--- src/rtl/ata_cmd_pkg.sv ---
package ata_cmd_pkg;

  // ****************************************************************
  // Task-file register indices
  // ****************************************************************
  localparam logic [2:0] REG_DATA = 3'h0;
  localparam logic [2:0] REG_ERROR = 3'h1;
  localparam logic [2:0] REG_COUNT = 3'h2;
  localparam logic [2:0] REG_ADDR_LOW = 3'h3;
  localparam logic [2:0] REG_ADDR_MID = 3'h4;
  localparam logic [2:0] REG_ADDR_HIGH = 3'h5;
  localparam logic [2:0] REG_DEVICE = 3'h6;
  localparam logic [2:0] REG_STATUS_CMD = 3'h7;

  // ****************************************************************
  // Field positions
  // ****************************************************************
  localparam int ST_BUSY = 7;
  localparam int ST_READY = 6;
  localparam int ST_FAULT = 5;
  localparam int ST_DREQ = 3;
  localparam int ST_ERR = 0;
  localparam int ER_CRC = 7;
  localparam int ER_UNC = 6;
  localparam int ER_NOT_FOUND = 4;
  localparam int ER_ABORT = 2;
  localparam int DEV_LBA_MODE = 6;
  localparam int DEV_SELECT = 4;

  // ****************************************************************
  // Command codes and counts
  // ****************************************************************
  localparam logic [7:0] CMD_VERIFY = 8'h40;
  localparam logic [7:0] CMD_DMA_READ = 8'hC8;
  localparam logic [7:0] CMD_SET_MULTIPLE = 8'hC6;
  localparam logic [7:0] CMD_SLEEP = 8'hE6;
  localparam logic [7:0] BLOCK_SIZE_ONLY = 8'h01;
  localparam logic [8:0] SECTORS_FULL = 9'h100;

  // ****************************************************************
  // Values after reset
  // ****************************************************************
  localparam logic [7:0] RST_TASK_BYTE = 8'h00;
  localparam logic [7:0] RST_BLOCK_SIZE = 8'h01;

  typedef struct packed {
    logic [27:0] lba;
    logic to_host;
  } media_req_t;

  typedef struct packed {
    logic uncorrectable;
    logic not_found;
  } media_result_t;

  // A count byte of zero stands for the largest span.
  function automatic logic [8:0] sector_span(input logic [7:0] count);
    sector_span = (count == 8'h00) ? SECTORS_FULL : {1'b0, count};
  endfunction

endpackage

--- src/rtl/sector_walker.sv ---
`timescale 1ns/100ps
`default_nettype none
module sector_walker
  import ata_cmd_pkg::*;
(
  input wire logic i_ref_clk,
  input wire logic i_rst,
  input wire logic i_start,
  input wire logic i_abort,
  input wire logic [27:0] i_first_lba,
  input wire logic [8:0] i_sectors,
  input wire logic i_to_host,
  output logic o_req_valid,
  input wire logic i_req_ready,
  output media_req_t o_req,
  input wire logic i_done,
  input wire media_result_t i_result,
  output logic o_busy,
  output logic o_finish,
  output logic o_failed,
  output logic [27:0] o_fail_lba,
  output media_result_t o_fail_result
);

  logic issued;
  logic [27:0] lba;
  logic [8:0] remaining;
  logic to_host;
  logic fail_now;

  assign fail_now = issued && i_done && (i_result.uncorrectable || i_result.not_found);
  // One sector is asked for at a time, so a failure always names the first bad sector.
  assign o_req_valid = o_busy && !issued && !i_abort;
  assign o_req = '{lba: lba, to_host: to_host};

  // Walk consecutive sectors from the start address.
  always_ff @(posedge i_ref_clk or posedge i_rst)
  begin
    if (i_rst)
    begin
      o_busy <= 1'b0;
      issued <= 1'b0;
      lba <= '0;
      remaining <= '0;
      to_host <= 1'b0;
    end
    else if (i_start && !o_busy)
    begin
      o_busy <= 1'b1;
      issued <= 1'b0;
      lba <= i_first_lba;
      remaining <= i_sectors;
      to_host <= i_to_host;
    end
    else if (o_busy)
    begin
      if (i_abort || fail_now || (issued && i_done && remaining == 9'h001))
      begin
        o_busy <= 1'b0;
        issued <= 1'b0;
      end
      else if (issued && i_done)
      begin
        issued <= 1'b0;
        lba <= lba + 28'h0000001;
        remaining <= remaining - 9'h001;
      end
      else if (o_req_valid && i_req_ready)
      begin
        issued <= 1'b1;
      end
    end
  end

  // Completion pulse and the first failing sector.
  always_ff @(posedge i_ref_clk or posedge i_rst)
  begin
    if (i_rst)
    begin
      o_finish <= 1'b0;
      o_failed <= 1'b0;
      o_fail_lba <= '0;
      o_fail_result <= '0;
    end
    else
    begin
      o_finish <= o_busy && (i_abort || (issued && i_done && (fail_now || remaining == 9'h001)));
      if (i_start && !o_busy)
      begin
        o_failed <= 1'b0;
      end
      else if (o_busy && fail_now)
      begin
        o_failed <= 1'b1;
        o_fail_lba <= lba;
        o_fail_result <= i_result;
      end
    end
  end
endmodule
`default_nettype wire

--- src/rtl/ata_cmd_engine.sv ---
`timescale 1ns/100ps
`default_nettype none
module ata_cmd_engine
  import ata_cmd_pkg::*;
#(
  parameter logic DEVICE_NUMBER = 1'b0
)
(
  input wire logic i_ref_clk,
  input wire logic i_rst,
  input wire logic [2:0] i_tf_sel,
  input wire logic i_tf_wr,
  input wire logic i_tf_rd,
  input wire logic [7:0] i_tf_wdata,
  output logic [7:0] o_tf_rdata,
  output logic o_media_req_valid,
  input wire logic i_media_req_ready,
  output media_req_t o_media_req,
  input wire logic i_media_done,
  input wire media_result_t i_media_result,
  output logic o_dma_armed,
  input wire logic i_dma_ultra,
  input wire logic i_dma_crc_err,
  input wire logic i_dev_fault,
  output logic o_sleep,
  output logic [7:0] o_block_size
);

  // ****************************************************************
  // Task-file state
  // ****************************************************************
  typedef enum logic [0:0] {S_IDLE, S_WALK} state_t;

  state_t state;
  logic [7:0] count;
  logic [7:0] addr_low;
  logic [7:0] addr_mid;
  logic [7:0] addr_high;
  logic [7:0] device_sel;
  logic [7:0] error;
  logic busy;
  logic fault;
  logic walk_to_host;
  logic crc_seen;
  logic [7:0] status_byte;
  logic cmd_write;
  logic cmd_accept;
  logic walk_start;
  logic walk_abort;
  logic walk_busy;
  logic walk_finish;
  logic walk_failed;
  logic [27:0] walk_fail_lba;
  media_result_t walk_fail_result;
  logic [27:0] start_lba;
  logic [8:0] next_sectors;

  // Data request never rises: none of these commands moves PIO data.
  assign status_byte = {busy, !busy, fault, 1'b0, 1'b0, 2'b00, |error};
  assign start_lba = {device_sel[3:0], addr_high, addr_mid, addr_low};
  assign next_sectors = sector_span(count);
  assign cmd_write = i_tf_wr && i_tf_sel == REG_STATUS_CMD;
  // A command meant for the other device, or sent while busy or asleep, is dropped.
  assign cmd_accept = cmd_write && !busy && !o_sleep && device_sel[DEV_SELECT] == DEVICE_NUMBER;
  assign walk_start = cmd_accept && ((i_tf_wdata == CMD_VERIFY && device_sel[DEV_LBA_MODE])
    || i_tf_wdata == CMD_DMA_READ);
  // A CRC error in the DMA path ends the read at once.
  assign walk_abort = walk_to_host && i_dma_crc_err;

  // ****************************************************************
  // Sector sequencer
  // ****************************************************************
  sector_walker u_walker (
    .i_ref_clk(i_ref_clk),
    .i_rst(i_rst),
    .i_start(walk_start),
    .i_abort(walk_abort),
    .i_first_lba(start_lba),
    .i_sectors(next_sectors),
    .i_to_host(i_tf_wdata == CMD_DMA_READ),
    .o_req_valid(o_media_req_valid),
    .i_req_ready(i_media_req_ready),
    .o_req(o_media_req),
    .i_done(i_media_done),
    .i_result(i_media_result),
    .o_busy(walk_busy),
    .o_finish(walk_finish),
    .o_failed(walk_failed),
    .o_fail_lba(walk_fail_lba),
    .o_fail_result(walk_fail_result)
  );

  // ****************************************************************
  // Command sequencing
  // ****************************************************************

  // Busy covers the media walk; non-data commands finish on the write itself.
  always_ff @(posedge i_ref_clk or posedge i_rst)
  begin
    if (i_rst)
    begin
      state <= S_IDLE;
      busy <= 1'b0;
      walk_to_host <= 1'b0;
      o_dma_armed <= 1'b0;
    end
    else
    begin
      unique case (state)
        S_IDLE:
        begin
          if (walk_start)
          begin
            state <= S_WALK;
            busy <= 1'b1;
            walk_to_host <= i_tf_wdata == CMD_DMA_READ;
            o_dma_armed <= i_tf_wdata == CMD_DMA_READ;
          end
        end
        S_WALK:
        begin
          if (walk_finish)
          begin
            state <= S_IDLE;
            busy <= 1'b0;
            walk_to_host <= 1'b0;
            o_dma_armed <= 1'b0;
          end
        end
      endcase
    end
  end

  // CRC errors only set the CRC bit in Ultra mode; in Multiword mode they still end the read, but unreported.
  always_ff @(posedge i_ref_clk or posedge i_rst)
  begin
    if (i_rst)
    begin
      crc_seen <= 1'b0;
    end
    else if (walk_start)
    begin
      crc_seen <= 1'b0;
    end
    else if (state == S_WALK && walk_to_host && i_dma_crc_err && i_dma_ultra)
    begin
      crc_seen <= 1'b1;
    end
  end

  // Error byte: cleared by each accepted command, loaded at its end.
  always_ff @(posedge i_ref_clk or posedge i_rst)
  begin
    if (i_rst)
    begin
      error <= RST_TASK_BYTE;
    end
    else if (cmd_accept)
    begin
      error <= RST_TASK_BYTE;
      if (i_tf_wdata == CMD_SET_MULTIPLE)
      begin
        error[ER_ABORT] <= count != BLOCK_SIZE_ONLY || i_dev_fault;
      end
      else if (i_tf_wdata == CMD_SLEEP)
      begin
        error[ER_ABORT] <= i_dev_fault;
      end
      else if (!walk_start)
      begin
        // Unknown codes, and verify without address mode, are aborted.
        error[ER_ABORT] <= 1'b1;
      end
    end
    else if (state == S_WALK && walk_finish)
    begin
      error[ER_UNC] <= walk_failed && walk_fail_result.uncorrectable;
      error[ER_NOT_FOUND] <= walk_failed && walk_fail_result.not_found;
      error[ER_CRC] <= crc_seen || (walk_abort && i_dma_ultra);
    end
  end

  // Fault is reported only by the mode and sleep commands.
  always_ff @(posedge i_ref_clk or posedge i_rst)
  begin
    if (i_rst)
    begin
      fault <= 1'b0;
    end
    else if (cmd_accept)
    begin
      fault <= (i_tf_wdata == CMD_SET_MULTIPLE || i_tf_wdata == CMD_SLEEP) && i_dev_fault;
    end
  end

  // Block size: only one sector per block is ever taken.
  always_ff @(posedge i_ref_clk or posedge i_rst)
  begin
    if (i_rst)
    begin
      o_block_size <= RST_BLOCK_SIZE;
    end
    else if (cmd_accept && i_tf_wdata == CMD_SET_MULTIPLE && count == BLOCK_SIZE_ONLY && !i_dev_fault)
    begin
      o_block_size <= count;
    end
  end

  // Sleep is left only through reset, so later commands are ignored.
  always_ff @(posedge i_ref_clk or posedge i_rst)
  begin
    if (i_rst)
    begin
      o_sleep <= 1'b0;
    end
    else if (cmd_accept && i_tf_wdata == CMD_SLEEP && !i_dev_fault)
    begin
      o_sleep <= 1'b1;
    end
  end

  // ****************************************************************
  // Task-file registers
  // ****************************************************************

  // Host writes while busy are dropped; a failed walk reports its sector.
  always_ff @(posedge i_ref_clk or posedge i_rst)
  begin
    if (i_rst)
    begin
      count <= RST_TASK_BYTE;
      addr_low <= RST_TASK_BYTE;
      addr_mid <= RST_TASK_BYTE;
      addr_high <= RST_TASK_BYTE;
      device_sel <= RST_TASK_BYTE;
    end
    else if (state == S_WALK && walk_finish && walk_failed)
    begin
      addr_low <= walk_fail_lba[7:0];
      addr_mid <= walk_fail_lba[15:8];
      addr_high <= walk_fail_lba[23:16];
      device_sel[3:0] <= walk_fail_lba[27:24];
    end
    else if (i_tf_wr && !busy)
    begin
      unique case (i_tf_sel)
        REG_COUNT: count <= i_tf_wdata;
        REG_ADDR_LOW: addr_low <= i_tf_wdata;
        REG_ADDR_MID: addr_mid <= i_tf_wdata;
        REG_ADDR_HIGH: addr_high <= i_tf_wdata;
        REG_DEVICE: device_sel <= i_tf_wdata;
        REG_DATA, REG_ERROR, REG_STATUS_CMD:
        begin
        end
      endcase
    end
  end

  // Read data is registered: it appears one edge after the read strobe.
  always_ff @(posedge i_ref_clk or posedge i_rst)
  begin
    if (i_rst)
    begin
      o_tf_rdata <= RST_TASK_BYTE;
    end
    else if (i_tf_rd)
    begin
      unique case (i_tf_sel)
        REG_DATA: o_tf_rdata <= RST_TASK_BYTE;
        REG_ERROR: o_tf_rdata <= error;
        REG_COUNT: o_tf_rdata <= count;
        REG_ADDR_LOW: o_tf_rdata <= addr_low;
        REG_ADDR_MID: o_tf_rdata <= addr_mid;
        REG_ADDR_HIGH: o_tf_rdata <= addr_high;
        REG_DEVICE: o_tf_rdata <= device_sel;
        REG_STATUS_CMD: o_tf_rdata <= status_byte;
      endcase
    end
  end
endmodule
`default_nettype wire

--- config.mk ---
export PLATFORM = sky130hd
export DESIGN_NAME = ata_cmd_engine
export DESIGN_NICKNAME = d
export VERILOG_FILES = /design/src/rtl/ata_cmd_pkg.sv /design/src/rtl/sector_walker.sv /design/src/rtl/ata_cmd_engine.sv
export SDC_FILE = /design/constraint.sdc
export NUM_CORES = 1
export LEC_CHECK = 0
export BUFFER_PORTS_ARGS = -buffer_cell sky130_fd_sc_hd__buf_2
export CAP_MARGIN = 10
export CORE_UTILIZATION = 60
export CTS_BUF_LIST = sky130_fd_sc_hd__clkbuf_8
export DETAILED_ROUTE_END_ITERATION = 6
export PLACE_DENSITY = 0.81
export SYNTH_ARGS = -nofsm -noshare
export SYNTH_HDL_FRONTEND = slang
export SYNTH_HIERARCHICAL = 1
export SYNTH_SLANG_ARGS = --single-unit
--- constraint.sdc ---
create_clock -name i_ref_clk -period 3.08 [get_ports i_ref_clk]
set_input_delay 0.308 -clock i_ref_clk [delete_from_list [all_inputs] [get_ports i_ref_clk]]
set_output_delay 0.308 -clock i_ref_clk [all_outputs]
set_load 0.005 [all_outputs]
---- Word level (Yosys, flattened, before mapping) ----
Cells that the tools add are included.
cells by class
  reductions and logical operators ........ 71
  div/mod/pow operators ................... 0
  add/subtract/negate cells ............... 2
  $lt $le $gt $ge ......................... 0
  equality and inequality tests ........... 17
  bitwise gates (word level) .............. 4
  $mul .................................... 0
  multiplexer cells ....................... 49
  shifts and indexed selects .............. 0
operator list
  kind                                                                    count
  28-bit two-way mux                                                      4
  8-bit two-way mux                                                       9
  8-bit case mux with 8 select lines                                      1
  9-bit two-way mux                                                       5
  1-bit logical AND                                                       32
  28-bit by 1-bit adder with 28-bit output (second input constant)        1
  8-bit equality test (second input constant)                             3
  1-bit two-way mux                                                       22
  2-bit nonzero test                                                      10
  2-bit AND reduction                                                     7
  3-bit equality test (second input constant)                             4
  4-bit two-way mux                                                       3
  9-bit by 1-bit equality test with 1-bit output (second input constant)  1
  1-bit logical OR                                                        9
  3-bit AND reduction                                                     3
  9-bit by 1-bit subtractor with 9-bit output (second input constant)     1
  8-bit by 1-bit equality test with 1-bit output (second input constant)  1
  8-bit by 7-bit equality test with 1-bit output (second input constant)  1
  8-bit logical NOT                                                       1
  8-bit by 1-bit != test with 1-bit output (second input constant)        1
  3-bit by 2-bit equality test with 1-bit output (second input constant)  2
  1-bit logical NOT                                                       6
  2-bit by 1-bit != test with 1-bit output (second input constant)        3
  1-bit case mux with 2 select lines                                      3
  other kinds (6)                                                         10
word-level totals
  word-level logic and storage cells ...... 169
  input port bits ......................... 22
  flip-flop bits (word level) ............. 138
  bits in latches ......................... 0
  memories ................................ 0
  RAM bits ................................ 0
  memory bits (read-only) ................. 0

---- Longest topological paths before layout ----
Gate-level depths: netlist (run 1).
  depth in word-level cells ............... 9
  depth in mapped cells ................... 12
  depth with buffers taken out ............ 8

---- Cells and area by module ----
The synthesis (run 1) kept the hierarchy.
modules (own cells, without submodules)
  module          instances  area an instance (um^2)  cells an instance
  sector_walker   1          3567.2                   357
  ata_cmd_engine  1          3370.7                   330

---- Least setup slack after synthesis (run 1) ----
Ideal clock, no wire load.
  kind .................................... register to register
  start point ............................. register busy
  end point ............................... register u_walker.remaining[7]
  path slack .............................. 0.308 ns
  cell stages (with the launch flop) ...... 11
  period minus slack after synthesis ...... 2.772 ns
  required time ........................... 3.011 ns
  path buffers ............................ 4
  arrival time ............................ 2.703 ns
  cells stage by stage .................... dfrtp_1 > nand3b_4 > or4_1 > buf_6 > nor3_1 > nor2b_1 > clkbuf_1 > clkbuf_1 > buf_1 > nand2_1 > nand3_1
between the ends
  longest elaborated chain between the ends .. 8
  elaborated cells between the ends (all ways) .. 11
  those cells by class .................... eq/ne (1); mux (1); reduce/logical (9)
RTL lines
  item                                                                                             line                   RTL
  from (decl)                                                                                      ata_cmd_engine.sv:41   logic busy;
  from (signal assigned)                                                                           ata_cmd_engine.sv:103  busy <= 1'b0;
  from (signal assigned)                                                                           ata_cmd_engine.sv:115  busy <= 1'b1;
  from (signal assigned)                                                                           ata_cmd_engine.sv:125  busy <= 1'b0;
  1-bit logical NOT (*)                                                                            ata_cmd_engine.sv:64   assign cmd_accept = cmd_write && !busy && !o_sleep && device_sel[DEV_SELECT] == DEVICE_NUMBER;
  1-bit logical AND (*) (3 in a row)                                                               ata_cmd_engine.sv:64
  1-bit logical AND (*)                                                                            ata_cmd_engine.sv:65   assign walk_start = cmd_accept && ((i_tf_wdata == CMD_VERIFY && device_sel[DEV_LBA_MODE])
  named net walk_start                                                                             ata_cmd_engine.sv:48   logic walk_start;
  1-bit logical AND (*)                                                                            sector_walker.sv:47    else if (i_start && !o_busy)
  2-bit by 1-bit != test with 1-bit output (no line) / 2-bit nonzero test (equally long branches)  -
  3-bit AND reduction (no line)                                                                    -
  to (signal assigned)                                                                             sector_walker.sv:52    remaining <= i_sectors;
  to (signal assigned)                                                                             sector_walker.sv:66    remaining <= remaining - 9'h001;
  to (decl)                                                                                        sector_walker.sv:27    logic [8:0] remaining;
The timed path passes the listed nets; every way through them passes the cells marked *.
A chain may end at the register's enable or synchronous reset.

---- Worst setup path in the final report (run 1) ----
  start point ............................. register busy
  end point ............................... register u_walker.lba[1]
between the ends
  longest elaborated chain between the ends .. 8
  elaborated cells between the ends (all ways) .. 11
  those cells by class .................... eq/ne (1); mux (1); reduce/logical (9)
RTL lines
  item                                                                                             line                  RTL
  1-bit logical NOT (*)                                                                            ata_cmd_engine.sv:64
  1-bit logical AND (*) (3 in a row)                                                               ata_cmd_engine.sv:64
  1-bit logical AND (*)                                                                            ata_cmd_engine.sv:65
  named net walk_start                                                                             ata_cmd_engine.sv:48
  1-bit logical AND (*)                                                                            sector_walker.sv:47
  2-bit by 1-bit != test with 1-bit output (no line) / 2-bit nonzero test (equally long branches)  -
  3-bit AND reduction (no line)                                                                    -
  to (signal assigned)                                                                             sector_walker.sv:51   lba <= i_first_lba;
  to (signal assigned)                                                                             sector_walker.sv:65   lba <= lba + 28'h0000001;
  to (decl)                                                                                        sector_walker.sv:26   logic [27:0] lba;
Marked as above.

==> impl_metrics.tcl, run 1 <==
set metrics [dict create \
    critPathLaunchType "register" \
    dp_cells 866 \
    cts.clk_slew.worst_paths_ns 0.08 \
    finalPower_mw 3.848 \
    rows 38 \
    wl_met2_um 8452 \
    wl_per_cell_um 21.21 \
    end_kind "register" \
    vias_per_cell 6.572 \
    fin_nets 771 \
    ys_ff_latch 138 \
    synth-edff-count 0 \
    drive_gt1_share_pct 23.45 \
    worstPathRequired_ns 3.39 \
    synth.avg_cell_area_um2 10.10 \
    die_area_um2 12000 \
    slew_headroom_pct 33.14 \
    routed.top_layer "met4" \
    fp.coreArea_um2 11030 \
    async_reset_ff_share_pct 100.0 \
    drt-initial-drc-count 679 \
    ir_drop_mv 0.5430 \
    n_antenna_cell 0 \
    status "complete, no violations" \
    dr.pass1.iters 6 \
    syn_inst 687 \
    path_delay_family "simple AND/OR/NAND/NOR gates" \
    comb_power_share_pct 4.8 \
    tritoncts "yes" \
    syn_nets 712 \
    vias 5908 \
    period_share_pct 96.97 \
    max_stage_delay_ns 0.64 \
    grt_util_all_layers_pct 34.41 \
    yosysWarnings 6 \
    dr_wl_met3_um 2150 \
    power.leakage_nw 3.527 \
    crit_type "reg -> reg" \
    period_minus_slack_ns 2.987 \
    hpwl_um 13090 \
    grt_first_pass_wirelength_um 30390 \
    critical_path.cell_chain "nand3b_4 > or4_1 > nor3_1 > nor2b_4 > buf_4 > o21ai_0" \
    fmax_mhz 334.8 \
    start_util_pct 62.90 \
    worst_slew_pin_slew_ns 0.9952 \
    antenna_found_initial 0 \
    ys_seq_area_share_pct 49.79 \
    fin_setup_tns_ns 0 \
    grt_max_degree 67 \
    cts_buffer_depth 2 \
    cts_inserted_buffers 17 \
    insertion_delay_ns 0.46 \
    numPortBuffers 69 \
    p_switching_mw 0.8537 \
    yosys.area.top_type "dfrtp_1" \
    rsz0062_at_grt "false" \
    grt_remaining_overflow 0 \
    hold_viol 0 \
    cts_root_buf "clkbuf_8" \
    die_y_um 109.5 \
    cp_max_fo 23 \
    clock-sinks 138 \
    ys_types 61 \
    drc 0 \
    critical_path_buf_inv_count 1 \
    maxSlewViolCount 0 \
    skew_ns 0.01513 \
    finalInstanceArea_um2 7914 \
    cts_max_level 4 \
    dpl-instance-area_um2 7408 \
    synth_top_area_share_pct 49.41 \
    slowest_stage "nor3_1" \
    maxCapViolations 0 \
    synthTopCellsByArea "dfrtp_1 49%, mux2_2 6.7%, mux2i_1 5.3%, nand2_1 4.7%, o21ai_0 3.7%" \
    power.density_nw_per_um2 486.2 \
    layout.cells.non_filler 899 \
    arrival_ns 3.30 \
    ys_top_cells_by_count "137 x dfrtp_1, 87 x nand2_1, 51 x o21ai_0" \
    ant_nets 0 \
    synth.most_common_cell "dfrtp_1" \
    place.gp.congestion 0.8789 \
    intPower_mw 2.994 \
    totalWireLength_um 19070 \
    setup_viol 0 \
    seq_power_share_pct 47.8 \
    ios 70 \
    synthFlopType "dfrtp_1" \
    syn_area_um2 6938 \
    area_delta_synth_final_pct 14.07 \
    p_clk_share_pct 47.5 \
    fp.dieW_um 109.5 \
    met1Wirelength_um 7875 \
    swShare_pct 22.19 \
    grt_pass1_vias 5581 \
    worstHoldPathType "in -> reg" \
]
-- through the flow --
step	utilization, %	setup slack (ns)	hold WS (ns)
3_3_place_gp	67.16	0.3198	0.4542
6_report	71.74	0.09322	0.07948
2_1_floorplan	-	0.3078	0.4405
5_1_grt	71.74	0.01229	0.06236
4_1_cts	71.72	0.1546	0.06207
3_5_place_dp	67.16	0.2010	0.4631
-- layer usage --
metal / GRT usage (%) / vias to the layer above
met2: 51.84 / 437
li1: - / 2581
met5: 0 / -
met4: 15.14 / 0
met1: 48.64 / 2827
met3: 6.520 / 63
-- cell usage in the layout (no fill, tap or decap), drive strengths merged, types with 4 or more instances in the layout --
cell	count
nand3b	7
a211oi	6
nand3	26
a21oi	19
and3	5
a22o	4
and2	4
nand2	87
nand4b	4
xor2	17
or4	8
dfrtp	137
buf	87
clkbuf	20
or3	9
nand2b	4
nand4	15
nor3	9
nor4	9
nor2b	19
mux2	41
nor2	31
mux2i	37
inv	18
a31oi	7
bufinv	6
o22ai	7
a221oi	4
a22oi	6
o21ai	61
o21a	5
-- worst reg2reg max path, delay by kind of cell (launching register included) --
family | cells | cell delay (ns)
simple gates | 4 | 1.92
flops | 1 | 0.43
buf+inv | 1 | 0.34
compound gates | 1 | 0.16
-- layout make-up --
| cell class | instances | area (um2) |
|---|---|---|
| Sequential cell | 138 | 3455 |
| Multi-Input combinational cell | 483 | 3221 |
| Fill cell | 802 | 3117 |
| Timing Repair Buffer | 88 | 503.0 |
| Clock buffer | 20 | 275.3 |
| Clock inverter | 12 | 217.7 |
| Tap cell | 140 | 175.2 |
| Inverter | 18 | 67.56 |
-- worst paths after layout --
kind	from	end	slack, ns	cells past startpoint
hold reg to reg	u_walker/o_fail_lba[18]	addr_high[2]	0.48	2
min in group asynchronous	i_rst	u_walker/lba[16]	0.52	3
setup reg to reg	busy	u_walker/lba[1]	0.09	6
max in group asynchronous	i_rst	addr_low[4]	1.82	4
hold / removal	i_media_req_ready	u_walker/issued	0.08	2
setup / recovery	busy	u_walker/lba[1]	0.09	6
-- timing repair --
item | CTS | global route
endpoints found under the hold margin | 28 | 0
gates resized for setup | 0 | 1
buffers inserted | 0 | 0
hold buffers | 1 | 0
endpoints found under the setup margin | 0 | 7
-- cells by family (layout without fill, tap and decap cells) --
family | Yosys count | after routing | share of synthesized area [%]
mux | 79 | 79 | 12.32
fa+ha+maj | 3 | 3 | 0.5411
buf+inv | 66 | 138 | 4.022
compound gates | 136 | 136 | 12.08
simple gates | 246 | 246 | 18.85
xor+xnor | 19 | 19 | 2.399
flops | 138 | 138 | 49.79
-- power groups by stage --
stage          Sequential [mW]  Combinational [mW]  Clock [mW]
3_3_place_gp              1.87               0.178           0
3_5_place_dp              1.87               0.181           0
5_1_grt                   1.84               0.203        1.91
6_report                  1.84               0.183        1.83
2_1_floorplan             1.87              0.0995           0
4_1_cts                   1.84               0.183        1.83
-- registers in the layout, indices dropped and copies added, names as in the netlist, 2 cells and up --
name,cells
u_walker/lba,28
addr_low,8
o_block_size,8
count,8
addr_high,8
error,4
addr_mid,8
u_walker/o_fail_result,2
o_tf_rdata,8
device_sel,8
u_walker/remaining,9
u_walker/o_fail_lba,28
(Power assumes the default switching activity.)
==> inputs of run 2 (changes only) <==
Settings changed: CORE_UTILIZATION 60 to 50, PLACE_DENSITY 0.81 to 0.69.
==> run 2 against run 1 <==
Cell count is 4.1% higher; first-iteration DRC count fell by 29%; global-route usage down 6.6 points; via count down 5.1%; largest power group unchanged; utilization fell by 13 points; sequential cell count did not move; critical endpoint is now u_walker/lba[26].
==> impl_metrics.tcl, run 2 (same netlist as run 1, synthesis figures left out) <==
set metrics [dict create \
    cts_root_buf "clkbuf_8" \
    worstPathRequired_ns 3.48 \
    fp.coreArea_um2 13400 \
    grt_pass1_vias 5395 \
    n_antenna_cell 0 \
    die_y_um 119.8 \
    maxCapViolations 0 \
    crit_type "reg -> reg" \
    vias 5605 \
    antenna_found_initial 0 \
    hpwl_um 13070 \
    layout.cells.non_filler 936 \
    worst_slew_pin_slew_ns 0.9739 \
    final_cell_mix "137 x dfrtp_1, 87 x nand2_1, 69 x buf_2" \
    tritoncts "yes" \
    min_from "i_media_req_ready" \
    fin_setup_tns_ns 0 \
    arrival_ns 3.17 \
    cts_max_level 4 \
    dp_cells 903 \
    numPortBuffers 69 \
    p_clk_share_pct 43.3 \
    power.leakage_nw 3.481 \
    rsz0062_at_grt "false" \
    comb_power_share_pct 5.1 \
    critPathLaunchType "register" \
    r2r_start "busy" \
    grt_max_degree 73 \
    start_util_pct 51.77 \
    intPower_mw 2.684 \
    grt_remaining_overflow 0 \
    cts_inserted_buffers 17 \
    die_area_um2 14350 \
    period_minus_slack_ns 2.770 \
    totalWireLength_um 18550 \
    area_delta_synth_final_pct 13.44 \
    cts.clk_slew.worst_paths_ns 0.08 \
    finalPower_mw 3.561 \
    layout_commonest_cell "dfrtp_1" \
    cts_buffer_depth 2 \
    skew_ns 0.01034 \
    crit_start "busy" \
    vias_per_cell 5.988 \
    fp.dieW_um 119.8 \
    drt-initial-drc-count 483 \
    fmax_mhz 361.0 \
    swShare_pct 24.65 \
    dr.pass1.iters 5 \
    cp_max_fo 19 \
    wl_per_cell_um 19.82 \
    hold_viol 0 \
    ir_drop_mv 0.2539 \
    grt_first_pass_wirelength_um 29990 \
    largestRegisters "u_walker/lba (28), u_walker/o_fail_lba (28), u_walker/remaining (9)" \
    insertion_delay_ns 0.46 \
    ios 70 \
    period_share_pct 89.95 \
    ant_nets 0 \
    grt_util_all_layers_pct 27.80 \
    setup_viol 0 \
    clock-sinks 138 \
    status "complete, no violations" \
    maxSlewViolCount 0 \
    power.density_nw_per_um2 452.5 \
    drive_gt1_share_pct 23.42 \
    worstHoldPathType "in -> reg" \
    p_switching_mw 0.8777 \
    slew_headroom_pct 35.08 \
    rows 42 \
    drc 0 \
    seq_power_share_pct 51.6 \
    place.gp.congestion 0.8896 \
    end_kind "register" \
    fin_nets 772 \
]
==> run 2: cell types whose count changed in the layout (fill, tap and decap cells not counted), sizes merged <==
cell      before  now
clkbuf        20   17
bufinv         6    3
clkinv         3    7
clkinvlp       3    5
buf           87   88
==> run 2: worst paths after layout <==
check,slack (ns),cells after the start,endpoint
setup / recovery,0.31,8,u_walker/lba[26]
hold / removal,0.07,2,u_walker/issued
setup reg to reg,0.31,8,u_walker/lba[26]
hold reg to reg,0.49,2,addr_low[4]
max in group asynchronous,1.74,4,u_walker/to_host
min in group asynchronous,0.38,3,o_tf_rdata[1]
==> run 2: per-stage QoR <==
stage               hold WS (ns)  cell area (um2)  worst slack [ns]  utilization (%)
global route             0.06328             7870            0.1605            58.73
global placement          0.3218             7448            0.4332            55.58
detailed placement        0.3267             7448            0.3859            55.58
CTS                      0.05584             7870            0.3651            58.73
finish                   0.06670             7870            0.3097            58.73
floorplan                 0.4405             6938            0.3078                -
==> run 2: what timing repair did <==
item,CTS,global route
hold endpoints to repair,17,0
buffers inserted,0,0
endpoints found under the setup margin,0,0
resized for setup,0,0
hold buffers,1,0
==> run 2: critical path: stages (launching register included) <==
cell and delay, ns:
dfrtp_1 0.43, nand3b_4 0.20, or4_1 0.50, nor3_1 0.55, nor2b_4 0.45, buf_4 0.29
a22oi_1 0.12, o21a_1 0.11, nand3_1 0.05
==> run 2: area by class of cell <==
| class | count | area [um2] |
|---|---|---|
| fillers | 1163 | 5530 |
| flip-flops and latches | 138 | 3455 |
| multi-input cells | 483 | 3218 |
| repair buffers | 89 | 498.0 |
| clock buffers | 17 | 234.0 |
| well taps | 176 | 220.2 |
| clock inverters | 15 | 177.7 |
| inverters | 18 | 67.56 |
==> run 2: power groups by stage <==
stage	logic, mW	clock network [mW]	registers [mW]
2_1_floorplan	0.0995	0	1.87
3_3_place_gp	0.178	0	1.87
3_5_place_dp	0.180	0	1.87
4_1_cts	0.182	1.55	1.84
5_1_grt	0.200	1.64	1.84
6_report	0.182	1.54	1.84
==> run 2: per-layer routing <==
metal  vias up  GRT usage, %  routed length [um]
met5         -             0                   0
met4         0         10.78                 357
met3        31         6.464                1236
met2       221         40.64                8350
met1      2772         40.03                8603
li1       2581             -                   -
